## config.mk

```make
export PLATFORM = sky130hd
export DESIGN_NAME = hmc_peak_power_tracking_ctrl
export DESIGN_NICKNAME = d
export VERILOG_FILES = /design/src/verilog/hmc_pkg.sv /design/src/verilog/hmc_tb_if.sv /design/src/verilog/hmc_timebase.sv /design/src/verilog/hmc_peak_power_tracking_ctrl.sv
export VERILOG_INCLUDE_DIRS = /design/src /design/src/verilog
export SDC_FILE = /design/constraint.sdc
export NUM_CORES = 1
export LEC_CHECK = 0
export BUFFER_PORTS_ARGS = -buffer_cell sky130_fd_sc_hd__buf_2
export CAP_MARGIN = 20
export CORE_MARGIN = 5
export CORE_UTILIZATION = 55
export DETAILED_ROUTE_END_ITERATION = 10
export HOLD_SLACK_MARGIN = 0.02
export PLACE_DENSITY = 0.73
export SYNTH_ARGS = -nofsm -noshare
export SYNTH_HDL_FRONTEND = slang
export SYNTH_SLANG_ARGS = --single-unit
```

## constraint.sdc

```tcl
create_clock -name clk -period 6.2 [get_ports clk]
set_clock_uncertainty 0.2 [all_clocks]
set_input_delay 1.24 -clock clk [delete_from_list [all_inputs] [get_ports clk]]
set_output_delay 1.24 -clock clk [all_outputs]
set_load 0.02 [all_outputs]
```

## src/verilog/hmc_cfg.svh

```systemverilog
// Function
// - enable pin high stops boost, keeps registers
// - wake only above alert level, not sleeping
// - source below setpoint halts boost
// - storage rail at regulation halts boost
// - count cycles per window, publish two bytes
// - skip count update when boost was halted, except by source below setpoint
// - new count sets count ready flag
// - periodic or forced open-circuit sample, halting boost
// - setpoint is sample times fraction
// - sample register resets to 29, fraction 26/32
// - adaptive window scaled by last count
// - adaptive interval adapts tracking period
// - first count after reset is discarded
// - timing register selects window and interval
// - count doubling or halving forces new sample
// - forced sample stored, flags ready, event raised
`ifndef HMC_CFG_SVH
`define HMC_CFG_SVH

// register map
`define HMC_ADDR_STATUS  8'h01
`define HMC_ADDR_ALERT   8'h04
`define HMC_ADDR_FRAC    8'h06
`define HMC_ADDR_TIMING  8'h07
`define HMC_ADDR_HALT    8'h08
`define HMC_ADDR_VOC     8'h09
`define HMC_ADDR_CNTH    8'h0a
`define HMC_ADDR_CNTL    8'h0b

// field positions
`define HMC_ST_CNT_RDY   4
`define HMC_ST_SMP_RDY   3
`define HMC_TM_FORCE     7
`define HMC_TM_WIN_MSB   5
`define HMC_TM_WIN_LSB   4
`define HMC_TM_AWIN      3
`define HMC_TM_AINT      2
`define HMC_TM_INT_MSB   1
`define HMC_TM_INT_LSB   0

// reset values
`define HMC_VOC_RST      8'h1d
`define HMC_FRAC_RST     5'h1a
`define HMC_TIMING_RST   8'h23
`define HMC_ALERT_RST    3'h0

// arithmetic and timing
`define HMC_FRAC_SHIFT   5
`define HMC_CNT_LOW      16'h000d
`define HMC_CNT_MID      16'h001a
`define HMC_CNT_HIGH     16'h0034
`define HMC_WIN_BASE     7'h04
`define HMC_INT_BASE     8'h08
`define HMC_CLK_NS       100
`define HMC_TICK_NS      3125000

`endif

```

## src/verilog/hmc_pkg.sv

```systemverilog
package hmc_pkg;

  // tracking sequencer states
  typedef enum logic [1:0] {
    st_run,
    st_sample,
    st_convert
  } hmc_state_t;

  // count level band, used for window and interval scaling
  typedef enum logic [1:0] {
    band_low,
    band_mid,
    band_upper,
    band_top
  } hmc_band_t;

endpackage

```

## src/verilog/hmc_tb_if.sv

```systemverilog
`timescale 1ns/10ps
`default_nettype none

interface hmc_tb_if;
  logic [6:0] win_ticks;
  logic       restart;
  logic       win_end;

  modport ctrl  (output win_ticks, output restart, input win_end);
  modport timer (input win_ticks, input restart, output win_end);
endinterface

`default_nettype wire

```

## src/verilog/hmc_timebase.sv

```systemverilog
`timescale 1ns/10ps
`default_nettype none
`include "hmc_cfg.svh"

module hmc_timebase #(
  parameter int TICK_CYCLES = `HMC_TICK_NS / `HMC_CLK_NS
) (
  // clock and reset
  input  wire logic clk,
  input  wire logic reset_n,
  // window timing toward the controller
  hmc_tb_if.timer   tb
);

  initial begin
    if (TICK_CYCLES < 1 || TICK_CYCLES > 1048575) begin
      $error("hmc_timebase: TICK_CYCLES out of range");
    end
  end

  logic [19:0] div_q;
  logic [19:0] div_d;
  logic [6:0]  win_q;
  logic [6:0]  win_d;
  logic        end_q;
  logic        end_d;
  logic        tick;

  assign tb.win_end = end_q;

  ////////////////////////////////////////////////////////////////////////////
  // divider to base tick, then ticks to window end
  always_comb begin
    div_d = div_q + 20'h00001;
    win_d = win_q;
    end_d = 1'b0;
    tick  = (div_q == 20'(TICK_CYCLES - 1));
    if (tick) begin
      div_d = 20'h00000;
      win_d = win_q + 7'h01;
      // length may shrink mid-window, so compare with >=
      if (win_q + 7'h01 >= tb.win_ticks) begin
        win_d = 7'h00;
        end_d = 1'b1;
      end
    end
    if (tb.restart) begin
      div_d = 20'h00000;
      win_d = 7'h00;
      end_d = 1'b0;
    end
  end

  always_ff @(posedge clk) begin
    if (!reset_n) begin
      div_q <= 20'h00000;
      win_q <= 7'h00;
      end_q <= 1'b0;
    end else begin
      div_q <= div_d;
      win_q <= win_d;
      end_q <= end_d;
    end
  end

endmodule

`default_nettype wire

```

## src/verilog/hmc_peak_power_tracking_ctrl.sv

```systemverilog
`timescale 1ns/10ps
`default_nettype none
`include "hmc_cfg.svh"

module hmc_peak_power_tracking_ctrl
  import hmc_pkg::*;
#(
  parameter int TICK_CYCLES = `HMC_TICK_NS / `HMC_CLK_NS
) (
  // clock and reset
  input  wire logic       clk,
  input  wire logic       reset_n,
  // enable pin, active low
  input  wire logic       enable_n,
  // register port behind the serial interface
  input  wire logic [7:0] reg_addr,
  input  wire logic       reg_wr,
  input  wire logic       reg_rd,
  input  wire logic [7:0] reg_wdata,
  output logic      [7:0] rd_data_q,
  // power stage comparators and cycle pulse
  input  wire logic       boost_cycle,
  input  wire logic       src_below_point,
  input  wire logic       rail_at_point,
  input  wire logic       rail_above_alert,
  input  wire logic       thermal_halt,
  input  wire logic       sleep_mode,
  // power stage controls
  output logic            boost_en_q,
  output logic      [7:0] src_setpoint_q,
  output logic      [2:0] rail_alert_level_q,
  // open-circuit converter
  output logic            adc_start_q,
  input  wire logic       adc_valid,
  input  wire logic [7:0] adc_code,
  // events and wake
  output logic            sample_event_q,
  output logic            wake_q
);

  initial begin
    if (TICK_CYCLES < 1) begin
      $error("hmc_peak_power_tracking_ctrl: TICK_CYCLES must be at least 1");
    end
  end

  ////////////////////////////////////////////////////////////////////////////
  // helpers

  // harvest level band from a count
  function automatic hmc_band_t count_band(input logic [15:0] cnt);
    if (cnt < `HMC_CNT_LOW) begin
      count_band = band_low;
    end else if (cnt <= `HMC_CNT_MID) begin
      count_band = band_mid;
    end else if (cnt <= `HMC_CNT_HIGH) begin
      count_band = band_upper;
    end else begin
      count_band = band_top;
    end
  endfunction

  // window length in base ticks
  function automatic logic [6:0] win_len(input logic [1:0]  sel,
                                         input logic        adapt,
                                         input logic [15:0] cnt);
    logic [6:0] base;
    base    = `HMC_WIN_BASE << sel;
    win_len = base;
    if (adapt) begin
      unique case (count_band(cnt))
        band_low:   win_len = base << 1;
        band_mid:   win_len = base;
        band_upper: win_len = base >> 1;
        band_top:   win_len = base >> 2;
      endcase
    end
  endfunction

  // tracking interval in windows
  function automatic logic [7:0] int_len(input logic [1:0]  sel,
                                         input logic        adapt,
                                         input logic [15:0] cnt);
    logic [7:0] base;
    base    = `HMC_INT_BASE << sel;
    int_len = base;
    if (adapt) begin
      unique case (count_band(cnt))
        band_low:   int_len = base << 1;
        band_mid:   int_len = base;
        band_upper: int_len = base;
        band_top:   int_len = base >> 1;
      endcase
    end
  endfunction

  ////////////////////////////////////////////////////////////////////////////
  // state

  hmc_state_t  state_q, state_d;
  logic [4:0]  frac_q, frac_d;
  logic [7:0]  timing_q, timing_d;
  logic [2:0]  alert_d;
  logic        sw_halt_q, sw_halt_d;
  logic [7:0]  voc_q, voc_d;
  logic [15:0] count_q, count_d;
  logic [15:0] run_cnt_q, run_cnt_d;
  logic        halted_q, halted_d;
  logic        first_done_q, first_done_d;
  logic        count_valid_q, count_valid_d;
  logic        cnt_rdy_q, cnt_rdy_d;
  logic        smp_rdy_q, smp_rdy_d;
  logic        pend_q, pend_d;
  logic [7:0]  int_cnt_q, int_cnt_d;
  logic [7:0]  rd_data_d;
  logic        boost_en_d;
  logic [7:0]  setpoint_d;
  logic        adc_start_d;
  logic        sample_event_d;
  logic        wake_d;
  logic        running;
  logic        halt_cause;
  logic        go_sample;
  logic [12:0] product;
  logic [16:0] new_dbl;
  logic [16:0] old_dbl;
  logic [7:0]  int_next;

  hmc_tb_if tb ();

  hmc_timebase #(
    .TICK_CYCLES (TICK_CYCLES)
  ) u_timebase (
    .clk     (clk),
    .reset_n (reset_n),
    .tb      (tb.timer)
  );

  ////////////////////////////////////////////////////////////////////////////
  // window control toward the timebase

  assign tb.win_ticks = win_len(timing_q[`HMC_TM_WIN_MSB:`HMC_TM_WIN_LSB],
                                timing_q[`HMC_TM_AWIN], count_q);
  // timer held in shutdown
  // timer also held while converting so the next window starts clean
  assign tb.restart   = !running || (state_q == st_convert);

  ////////////////////////////////////////////////////////////////////////////
  // next-value logic

  always_comb begin
    state_d        = state_q;
    frac_d         = frac_q;
    timing_d       = timing_q;
    alert_d        = rail_alert_level_q;
    sw_halt_d      = sw_halt_q;
    voc_d          = voc_q;
    count_d        = count_q;
    run_cnt_d      = run_cnt_q;
    halted_d       = halted_q;
    first_done_d   = first_done_q;
    count_valid_d  = count_valid_q;
    cnt_rdy_d      = cnt_rdy_q;
    smp_rdy_d      = smp_rdy_q;
    pend_d         = pend_q;
    int_cnt_d      = int_cnt_q;
    rd_data_d      = rd_data_q;
    adc_start_d    = 1'b0;
    sample_event_d = 1'b0;
    go_sample      = 1'b0;
    running        = !enable_n;
    int_next       = int_cnt_q + 8'h01;
    new_dbl        = {run_cnt_q, 1'b0};
    old_dbl        = {count_q, 1'b0};
    // any halt cause except source below setpoint taints this window
    halt_cause     = thermal_halt || sleep_mode || sw_halt_q ||
                     rail_at_point || (state_q != st_run);

    // register reads; status flags clear on read
    if (reg_rd) begin
      unique case (reg_addr)
        `HMC_ADDR_STATUS: begin
          rd_data_d = 8'h00;
          rd_data_d[`HMC_ST_CNT_RDY] = cnt_rdy_q;
          rd_data_d[`HMC_ST_SMP_RDY] = smp_rdy_q;
          cnt_rdy_d = 1'b0;
          smp_rdy_d = 1'b0;
        end
        `HMC_ADDR_ALERT:  rd_data_d = {5'h00, rail_alert_level_q};
        `HMC_ADDR_FRAC:   rd_data_d = {3'h0, frac_q};
        `HMC_ADDR_TIMING: rd_data_d = timing_q;
        `HMC_ADDR_HALT:   rd_data_d = {7'h00, sw_halt_q};
        `HMC_ADDR_VOC:    rd_data_d = voc_q;
        `HMC_ADDR_CNTH:   rd_data_d = count_q[15:8];
        `HMC_ADDR_CNTL:   rd_data_d = count_q[7:0];
        default:          rd_data_d = 8'h00;
      endcase
    end

    // register writes; hardware updates below take priority
    if (reg_wr) begin
      unique case (reg_addr)
        `HMC_ADDR_ALERT:  alert_d   = reg_wdata[2:0];
        `HMC_ADDR_FRAC:   frac_d    = reg_wdata[4:0];
        `HMC_ADDR_HALT:   sw_halt_d = reg_wdata[0];
        // software write replaces the sample value
        `HMC_ADDR_VOC:    voc_d     = reg_wdata;
        `HMC_ADDR_TIMING: begin
          timing_d = reg_wdata;
          timing_d[`HMC_TM_FORCE] = 1'b0;
          if (reg_wdata[`HMC_TM_FORCE]) begin
            pend_d = 1'b1;
          end
        end
        default: ;
      endcase
    end

    if (!running) begin
      state_d   = st_run;
      run_cnt_d = 16'h0000;
      halted_d  = 1'b0;
      pend_d    = 1'b0;
      int_cnt_d = 8'h00;
    end else begin
      if (boost_cycle && run_cnt_q != 16'hffff) begin
        run_cnt_d = run_cnt_q + 16'h0001;
      end
      if (halt_cause) begin
        halted_d = 1'b1;
      end
      unique case (state_q)
        st_run: begin
          if (tb.win_end) begin
            run_cnt_d = 16'h0000;
            halted_d  = 1'b0;
            int_cnt_d = int_next;
            if (int_next >= int_len(
                  timing_q[`HMC_TM_INT_MSB:`HMC_TM_INT_LSB],
                  timing_q[`HMC_TM_AINT], count_q)) begin
              int_cnt_d = 8'h00;
              go_sample = 1'b1;
            end
            // pending request served at the window end
            if (pend_q || pend_d) begin
              go_sample = 1'b1;
            end
            if (!halted_q && !halt_cause) begin
              if (!first_done_q) begin
                first_done_d = 1'b1;
              end else begin
                count_d       = run_cnt_q;
                count_valid_d = 1'b1;
                cnt_rdy_d     = 1'b1;
                if (count_valid_q &&
                    ({1'b0, run_cnt_q} > old_dbl ||
                     new_dbl < {1'b0, count_q})) begin
                  int_cnt_d = 8'h00;
                  go_sample = 1'b1;
                end
              end
            end
            if (go_sample) begin
              pend_d  = 1'b0;
              state_d = st_sample;
            end
          end
        end
        st_sample: begin
          // boost held off for one window, then convert
          if (tb.win_end) begin
            adc_start_d = 1'b1;
            state_d     = st_convert;
          end
        end
        st_convert: begin
          if (adc_valid) begin
            // code stored as ten millivolt steps
            voc_d          = adc_code;
            smp_rdy_d      = 1'b1;
            sample_event_d = 1'b1;
            run_cnt_d      = 16'h0000;
            halted_d       = 1'b0;
            state_d        = st_run;
          end
        end
      endcase
    end
  end

  ////////////////////////////////////////////////////////////////////////////
  // outputs toward the power stage

  // setpoint is sample scaled by fraction over 32
  assign product    = voc_q * frac_q;
  assign setpoint_d = product[`HMC_FRAC_SHIFT +: 8];

  always_comb begin
    boost_en_d = running && (state_q == st_run) && !src_below_point &&
                 !rail_at_point && !thermal_halt && !sleep_mode &&
                 !sw_halt_q;
    // wake only when rail high and awake
    wake_d     = running && !sleep_mode && rail_above_alert;
  end

  ////////////////////////////////////////////////////////////////////////////
  // registers

  always_ff @(posedge clk) begin
    if (!reset_n) begin
      state_q            <= st_run;
      frac_q             <= `HMC_FRAC_RST;
      timing_q           <= `HMC_TIMING_RST;
      rail_alert_level_q <= `HMC_ALERT_RST;
      sw_halt_q          <= 1'b0;
      voc_q              <= `HMC_VOC_RST;
      count_q            <= 16'h0000;
      run_cnt_q          <= 16'h0000;
      halted_q           <= 1'b0;
      first_done_q       <= 1'b0;
      count_valid_q      <= 1'b0;
      cnt_rdy_q          <= 1'b0;
      smp_rdy_q          <= 1'b0;
      pend_q             <= 1'b0;
      int_cnt_q          <= 8'h00;
      rd_data_q          <= 8'h00;
      boost_en_q         <= 1'b0;
      src_setpoint_q     <= 8'h00;
      adc_start_q        <= 1'b0;
      sample_event_q     <= 1'b0;
      wake_q             <= 1'b0;
    end else begin
      state_q            <= state_d;
      frac_q             <= frac_d;
      timing_q           <= timing_d;
      rail_alert_level_q <= alert_d;
      sw_halt_q          <= sw_halt_d;
      voc_q              <= voc_d;
      count_q            <= count_d;
      run_cnt_q          <= run_cnt_d;
      halted_q           <= halted_d;
      first_done_q       <= first_done_d;
      count_valid_q      <= count_valid_d;
      cnt_rdy_q          <= cnt_rdy_d;
      smp_rdy_q          <= smp_rdy_d;
      pend_q             <= pend_d;
      int_cnt_q          <= int_cnt_d;
      rd_data_q          <= rd_data_d;
      boost_en_q         <= boost_en_d;
      src_setpoint_q     <= setpoint_d;
      adc_start_q        <= adc_start_d;
      sample_event_q     <= sample_event_d;
      wake_q             <= wake_d;
    end
  end

endmodule

`default_nettype wire

```

---- Word level (Yosys, flattened, before mapping) ----
Cells that the tools add are included.
word-level totals
  bits in registers ....................... 120
  input bits .............................. 36
  output and inout bits ................... 23
  logic and storage cells ................. 178
operators by class
  add/subtract/negate cells ............... 4
  multipliers ............................. 1
  order comparisons ....................... 7
  equal/unequal tests ..................... 22
  shift operators ......................... 2
  multiplexer cells ....................... 68
  bitwise operators ....................... 5
  reduce and logical (&&, ||, !) cells .... 45
operator list
  kind                                                                                count
  8-bit 2-to-1 mux                                                                    13
  8-bit one-hot mux with 8 select lines                                               1
  16-bit 2-to-1 mux                                                                   3
  1-bit 2-to-1 mux                                                                    33
  8-bit by 4-bit == test with 1-bit output (second input constant)                    4
  16-bit one-hot mux with 2 select lines                                              1
  7-bit one-hot mux with 4 select lines                                               1
  8-bit by 3-bit == test with 1-bit output (second input constant)                    3
  8-bit one-hot mux with 3 select lines                                               1
  2-bit 2-to-1 mux                                                                    11
  20-bit by 1-bit adder with 20-bit output (second input constant)                    1
  20-bit by 15-bit == test with 1-bit output (second input constant)                  1
  16-bit by 17-bit > comparator with 1-bit output                                     1
  17-bit by 16-bit < comparator with 1-bit output                                     1
  16-bit by 1-bit adder with 16-bit output (second input constant)                    1
  16-bit by 5-bit less-or-equal comparator with 1-bit output (second input constant)  1
  16-bit by 6-bit less-or-equal comparator with 1-bit output (second input constant)  1
  16-bit by 4-bit < comparator with 1-bit output (second input constant)              1
  16-bit inequality test (second input constant)                                      1
  7-bit 2-to-1 mux                                                                    2
  8-bit by 5-bit multiplier with 13-bit output                                        1
  3-bit OR reduction                                                                  4
  1-bit logical AND                                                                   11
  2-bit == test (second input constant)                                               5
  21 further kinds                                                                    51

---- Logic depth before layout (Yosys ltp) ----
  word-level depth ........................ 27
  gate-level depth with buffers ........... 20
  mapped depth without buffers ............ 20

---- Hierarchy ----
A second synthesis with hierarchy kept.
unflattened totals
  cells, all modules ...................... 952
  area, all modules ....................... 7871.3 µm²
by module, submodules not included
  module                        times used  cells an instance  area an instance (µm²)  seq. area each (µm²)
  hmc_peak_power_tracking_ctrl  1           770                6344.8                  1841.8
  hmc_timebase                  1           182                1526.5                  560.5

---- Least setup slack after synthesis ----
OpenSTA, ideal clock, no wires.
  path type ............................... register to register
  start ................................... register frac_q[4]
  end ..................................... register src_setpoint_q[7]
  setup time .............................. 0.116 ns
  data arrival time ....................... 4.134 ns
  required time ........................... 5.884 ns
  path slack .............................. 1.751 ns
  cell stages (with the launch flop) ...... 15
  path buffers ............................ 1
  period minus slack after synthesis ...... 4.449 ns
  cell sequence ........................... dfxtp_1 -> clkbuf_1 -> nand2_1 -> fa_1 -> fa_1 -> fa_1 -> inv_1 -> ha_1 -> o21a_1 -> a2111oi_2 -> nor3_1 -> a2111oi_2 -> nor2b_1 -> or3_1 -> and3_1
between the ends
  word-level cells in the longest chain between the ends .. 1
ends and longest elaborated chain
  what                                          RTL line                             text
  start, declared                               hmc_peak_power_tracking_ctrl.sv:101  logic [4:0] frac_q, frac_d;
  start signal, assigned                        hmc_peak_power_tracking_ctrl.sv:312  frac_q <= `HMC_FRAC_RST;
  start signal, assigned                        hmc_peak_power_tracking_ctrl.sv:334  frac_q <= frac_d;
  8-bit by 5-bit multiplier with 13-bit output  hmc_peak_power_tracking_ctrl.sv:295  assign product = voc_q * frac_q;
  end signal, assigned                          hmc_peak_power_tracking_ctrl.sv:350  src_setpoint_q <= setpoint_d;
  end, declared                                 hmc_peak_power_tracking_ctrl.sv:30   output logic [7:0] src_setpoint_q,
No other way between the ends.
A chain may end at the register's enable or synchronous reset.

---- Final worst setup path ----
  start ................................... register frac_q[3]
  end ..................................... register src_setpoint_q[7]
Same word-level chain as after synthesis.

==> results.md <==
- Avg WL per Cell: 15.7 um
- Pwr/cell area: 209 nW/um^2
- Die area: 16500 sq um
- CTS tree: yes
- Crit-path cells: nand2_1 -> fa_1 -> fa_1 -> fa_1 -> inv_1 -> ha_1 -> o21a_1 -> a2111oi_2 -> nor3_1 -> a2111oi_2 -> nor2b_1 -> or3_1 -> and3_1
- Crit path max fanout: 10
- Total GRT Usage: 23.6%
- Sw frac: 21.6%
- Worst hold path class: flop to flop
- Die span in y: 128 um
- Syn avg cell area: 8.16 sq um
- Reg2reg start: frac_q[3]$_SDFFE_PN1P_
- Layout area overhead: 12.8%
- Seq/Total Area, Yosys: 31.2%
- Layout cells sized above 1: 10.2%
- Setup crit end kind: flop
- CTS root buf: clkbuf_16
- First-pass GRT wire length: 31400 um
- Minimum clock period: 4.76 ns
- Maximum VDD drop: 189 uV
- Max Freq: 210 MHz
- Post-cts sizing count: 0
- Layout net count: 1120
- # port buffers: 58
- Status: completed
- Reg power frac: 42.9%
- Post-CTS Hold Buffers: 0
- Inst Count DP: 1152
- Die X: 128 um
- Vias in the first global route: 6450
- RR Endpoint: src_setpoint_q[7]$_SDFF_PN0_
- Post-synth EDFFs: 0
- Comb pwr share: 3.7%
- Max Cap Viol: 0
- Post-Synth XOR/XNOR Area: 4.78%
- Dpl hpwl: 13600 um
- Synth Flop Type: dfxtp_1
- Core Area: 13800 sq um
- Unrepaired setup endpoints after global routing: false
- Largest family of logic cells by synthesized area: simple AND/OR/NAND/NOR gates
- Fin cells: 1184
- Initial antenna violation count: 0
- Starting DRC count in detailed routing: 567
- Switch Pwr: 0.392 mW
- Hold path endpoint: count_valid_q$_SDFFE_PN0P_
- Worst path max stage delay: 0.55 ns
- Worst reg2reg path depth: 13
- Ys Warns: 0
- IO Pins: 59
- Setup violators final: 0
- CP delay by family, top: adder cells
- Crit path kind: flop to flop
- Syn_nets: 1073
- Post-synthesis adder-cell area fraction: 16.8%
- Crit-path slowest cell: fa_1
- Netlist Area Pre-Place: 7700 sq um
- Synth Area in Simple Gates: 26.3%
- Initial Util: 55.7%
- Ys async rst share: 0%
- Clk sinks: 120
- Vias: 6794
- Most used cell, CP: fa_1
- Fin crit share: 76.7%
- Cts bufs inserted: 17
- Max_slew headroom: 33.0%
- Setup repair bufs after CTS: 0
- Vias/cell: 5.74
- Largest net degree at the start of global routing: 63
- Startpoint types: flop
- Detailed Route WL: 18600 um
- Seq cells post-synth: 120
- CP arrival: 4.87 ns
- P_int: 1.43 mW
- CP Data Required Time: 6.31 ns
- Critical path buffers and inverters: 1
- Antenna Nets Post-Route: 0
- # DRC: 0
- Worst-path clk slew: 0.05 ns
- Cell variety after synth: 62
- Leakage power: 3.68 nW
- Worst Max-Slew Pin Slew: 1.01 ns
- First-pass detailed-route iteration total: 5
- Std-Cell Rows: 43
- Hold Crit Depth: 1
- Clock network power share: 53.5%
- Grt ovf: 0
- R2R Setup Slk: 1.44 ns
- RD Place Congestion: 0.885
- Gate count of the mapped netlist: 944
- Max clock buf depth: 2
- Post-synthesis mux area share: 0.780%
- Clk Latency, worst-skew pair: 0.42 ns
- Hold Crit Start: count_valid_q$_SDFFE_PN0P_
- Final Hold Vio Count: 0
- H-tree depth: 4
- Ant. Diodes: 0
- Setup TNS after final layout: 0 ns
- Synth Area in Compound Gates: 15.4%
- Max Slew Vio Count: 0
[synthesized netlist by cell type (3+ instances only)]
master / count / area [sq um]
a222oi_1: 7 / 70.1
nor2b_1: 19 / 119
nand2_1: 149 / 559
o2bb2ai_1: 4 / 35.0
mux2i_1: 6 / 60.1
a22oi_1: 8 / 60.1
xnor2_1: 17 / 149
a21o_1: 7 / 52.6
nor2_1: 69 / 259
xor2_1: 25 / 219
a21oi_1: 30 / 150
nor4_1: 11 / 68.8
nor3b_1: 6 / 45.0
inv_1: 61 / 229
and4_1: 4 / 35.0
nor3_1: 16 / 80.1
clkbuf_1: 28 / 105
a31oi_1: 9 / 56.3
a21boi_0: 27 / 203
o21a_1: 11 / 82.6
a2111oi_2: 3 / 45.0
nand2b_1: 8 / 50.1
or3_1: 9 / 56.3
buf_2: 5 / 25.0
and2_1: 25 / 156
nand3_1: 66 / 330
dfxtp_1: 120 / 2400
nand4_1: 10 / 62.6
o211a_1: 4 / 40.0
o21ai_0: 29 / 145
fa_1: 17 / 340
o22ai_1: 3 / 18.8
o21ai_1: 3 / 15.0
ha_1: 76 / 951
and3_1: 19 / 119
[power by group through the flow]
stage	registers (mW)	clock network [mW]	logic, mW
2_1_floorplan	0.798	0	0.0370
3_3_place_gp	0.796	0	0.0661
3_5_place_dp	0.796	0	0.0665
4_1_cts	0.780	0.987	0.0668
5_1_grt	0.780	1.03	0.0739
6_report	0.780	0.972	0.0666
[area by class of cell]
type	instances	area, sq um
fill	1195	5140
inverter	61	229
clock buffer	21	440
timing repair buffer	63	328
multi-input combinational	728	4930
clock inverter	11	130
tap	180	225
sequential	120	2400
[routing by layer]
layer	wire length, um	global-route usage [%]	share of wire [%]
met1	8410	31.4	45
met4	338	7.24	1.8
met2	8870	38.4	48
met5	0	0	0
met3	1010	5.23	5.4
[through the flow]
stage / utilization (%) / area, sq um / total power, mW / hold WS (ns) / setup WS, ns
2_1_floorplan: - / 7700 / 0.836 / 0.240 / 1.75
3_3_place_gp: 58.7 / 8110 / 0.862 / 0.249 / 1.62
3_5_place_dp: 58.7 / 8110 / 0.863 / 0.255 / 1.45
4_1_cts: 62.8 / 8680 / 1.83 / 0.267 / 1.43
5_1_grt: 62.8 / 8680 / 1.89 / 0.275 / 1.12
6_report: 62.8 / 8680 / 1.82 / 0.264 / 1.44
[logic make-up after synthesis]
logic type,Yosys count
multiplexers,6
AO/OA/AOI/OAI,166
AND/OR/NAND/NOR,421
XOR/XNOR,42
buffers and inverters,96
adder cells (fa/ha/maj),93
flip-flops,120
[worst max-delay path by stage]
stage | from | endpoint | slack [ns] | cells after the start
after floorplan | frac_q[4]$_SDFFE_PN1P_ | src_setpoint_q[7]$_SDFF_PN0_ | 1.75 | 14
after global placement | frac_q[4]$_SDFFE_PN1P_ | src_setpoint_q[7]$_SDFF_PN0_ | 1.62 | 13
after detailed placement | frac_q[4]$_SDFFE_PN1P_ | src_setpoint_q[7]$_SDFF_PN0_ | 1.45 | 13
after CTS | frac_q[4]$_SDFFE_PN1P_ | src_setpoint_q[7]$_SDFF_PN0_ | 1.43 | 13
after global routing | frac_q[4]$_SDFFE_PN1P_ | src_setpoint_q[7]$_SDFF_PN0_ | 1.12 | 13
final | frac_q[3]$_SDFFE_PN1P_ | src_setpoint_q[7]$_SDFF_PN0_ | 1.44 | 13
[sequential cells by signal (all words and copies together) (netlist names), 2 cells and up]
name	flops
src_setpoint_q	8
run_cnt_q	16
count_q	16
state_q	2
int_cnt_q	8
rd_data_q	8
voc_q	8
u_timebase.div_q	20
frac_q	5
timing_q	7
u_timebase.win_q	7
rail_alert_level_q	3
[worst register-to-register path, delay by kind of cell, from the launching register on]
family | cells | cell delay, ns
compound gates | 3 | 1.14
fa+ha+maj | 4 | 1.88
simple gates | 5 | 0.90
buf+inv | 1 | 0.04
flops | 1 | 0.51
[placed cells by master, fill, tap and decap left out, types with 8 or more instances in the layout]
cell type / instances
o21ai_0: 29
buf_2: 58
fa_1: 17
nand2_1: 149
or3_1: 9
clkinv_2: 8
and2_1: 25
and3_1: 19
xor2_1: 25
nor2b_1: 19
nand2b_1: 8
nand3_1: 66
nor3_1: 16
nor2_1: 69
a31oi_1: 9
a21oi_1: 30
nand4_1: 10
a22oi_1: 8
nor4_1: 11
ha_1: 76
xnor2_1: 17
inv_1: 61
o21a_1: 11
a21boi_0: 27
dfxtp_1: 120
clkbuf_16: 17
Power figures use the tool's default switching activity.
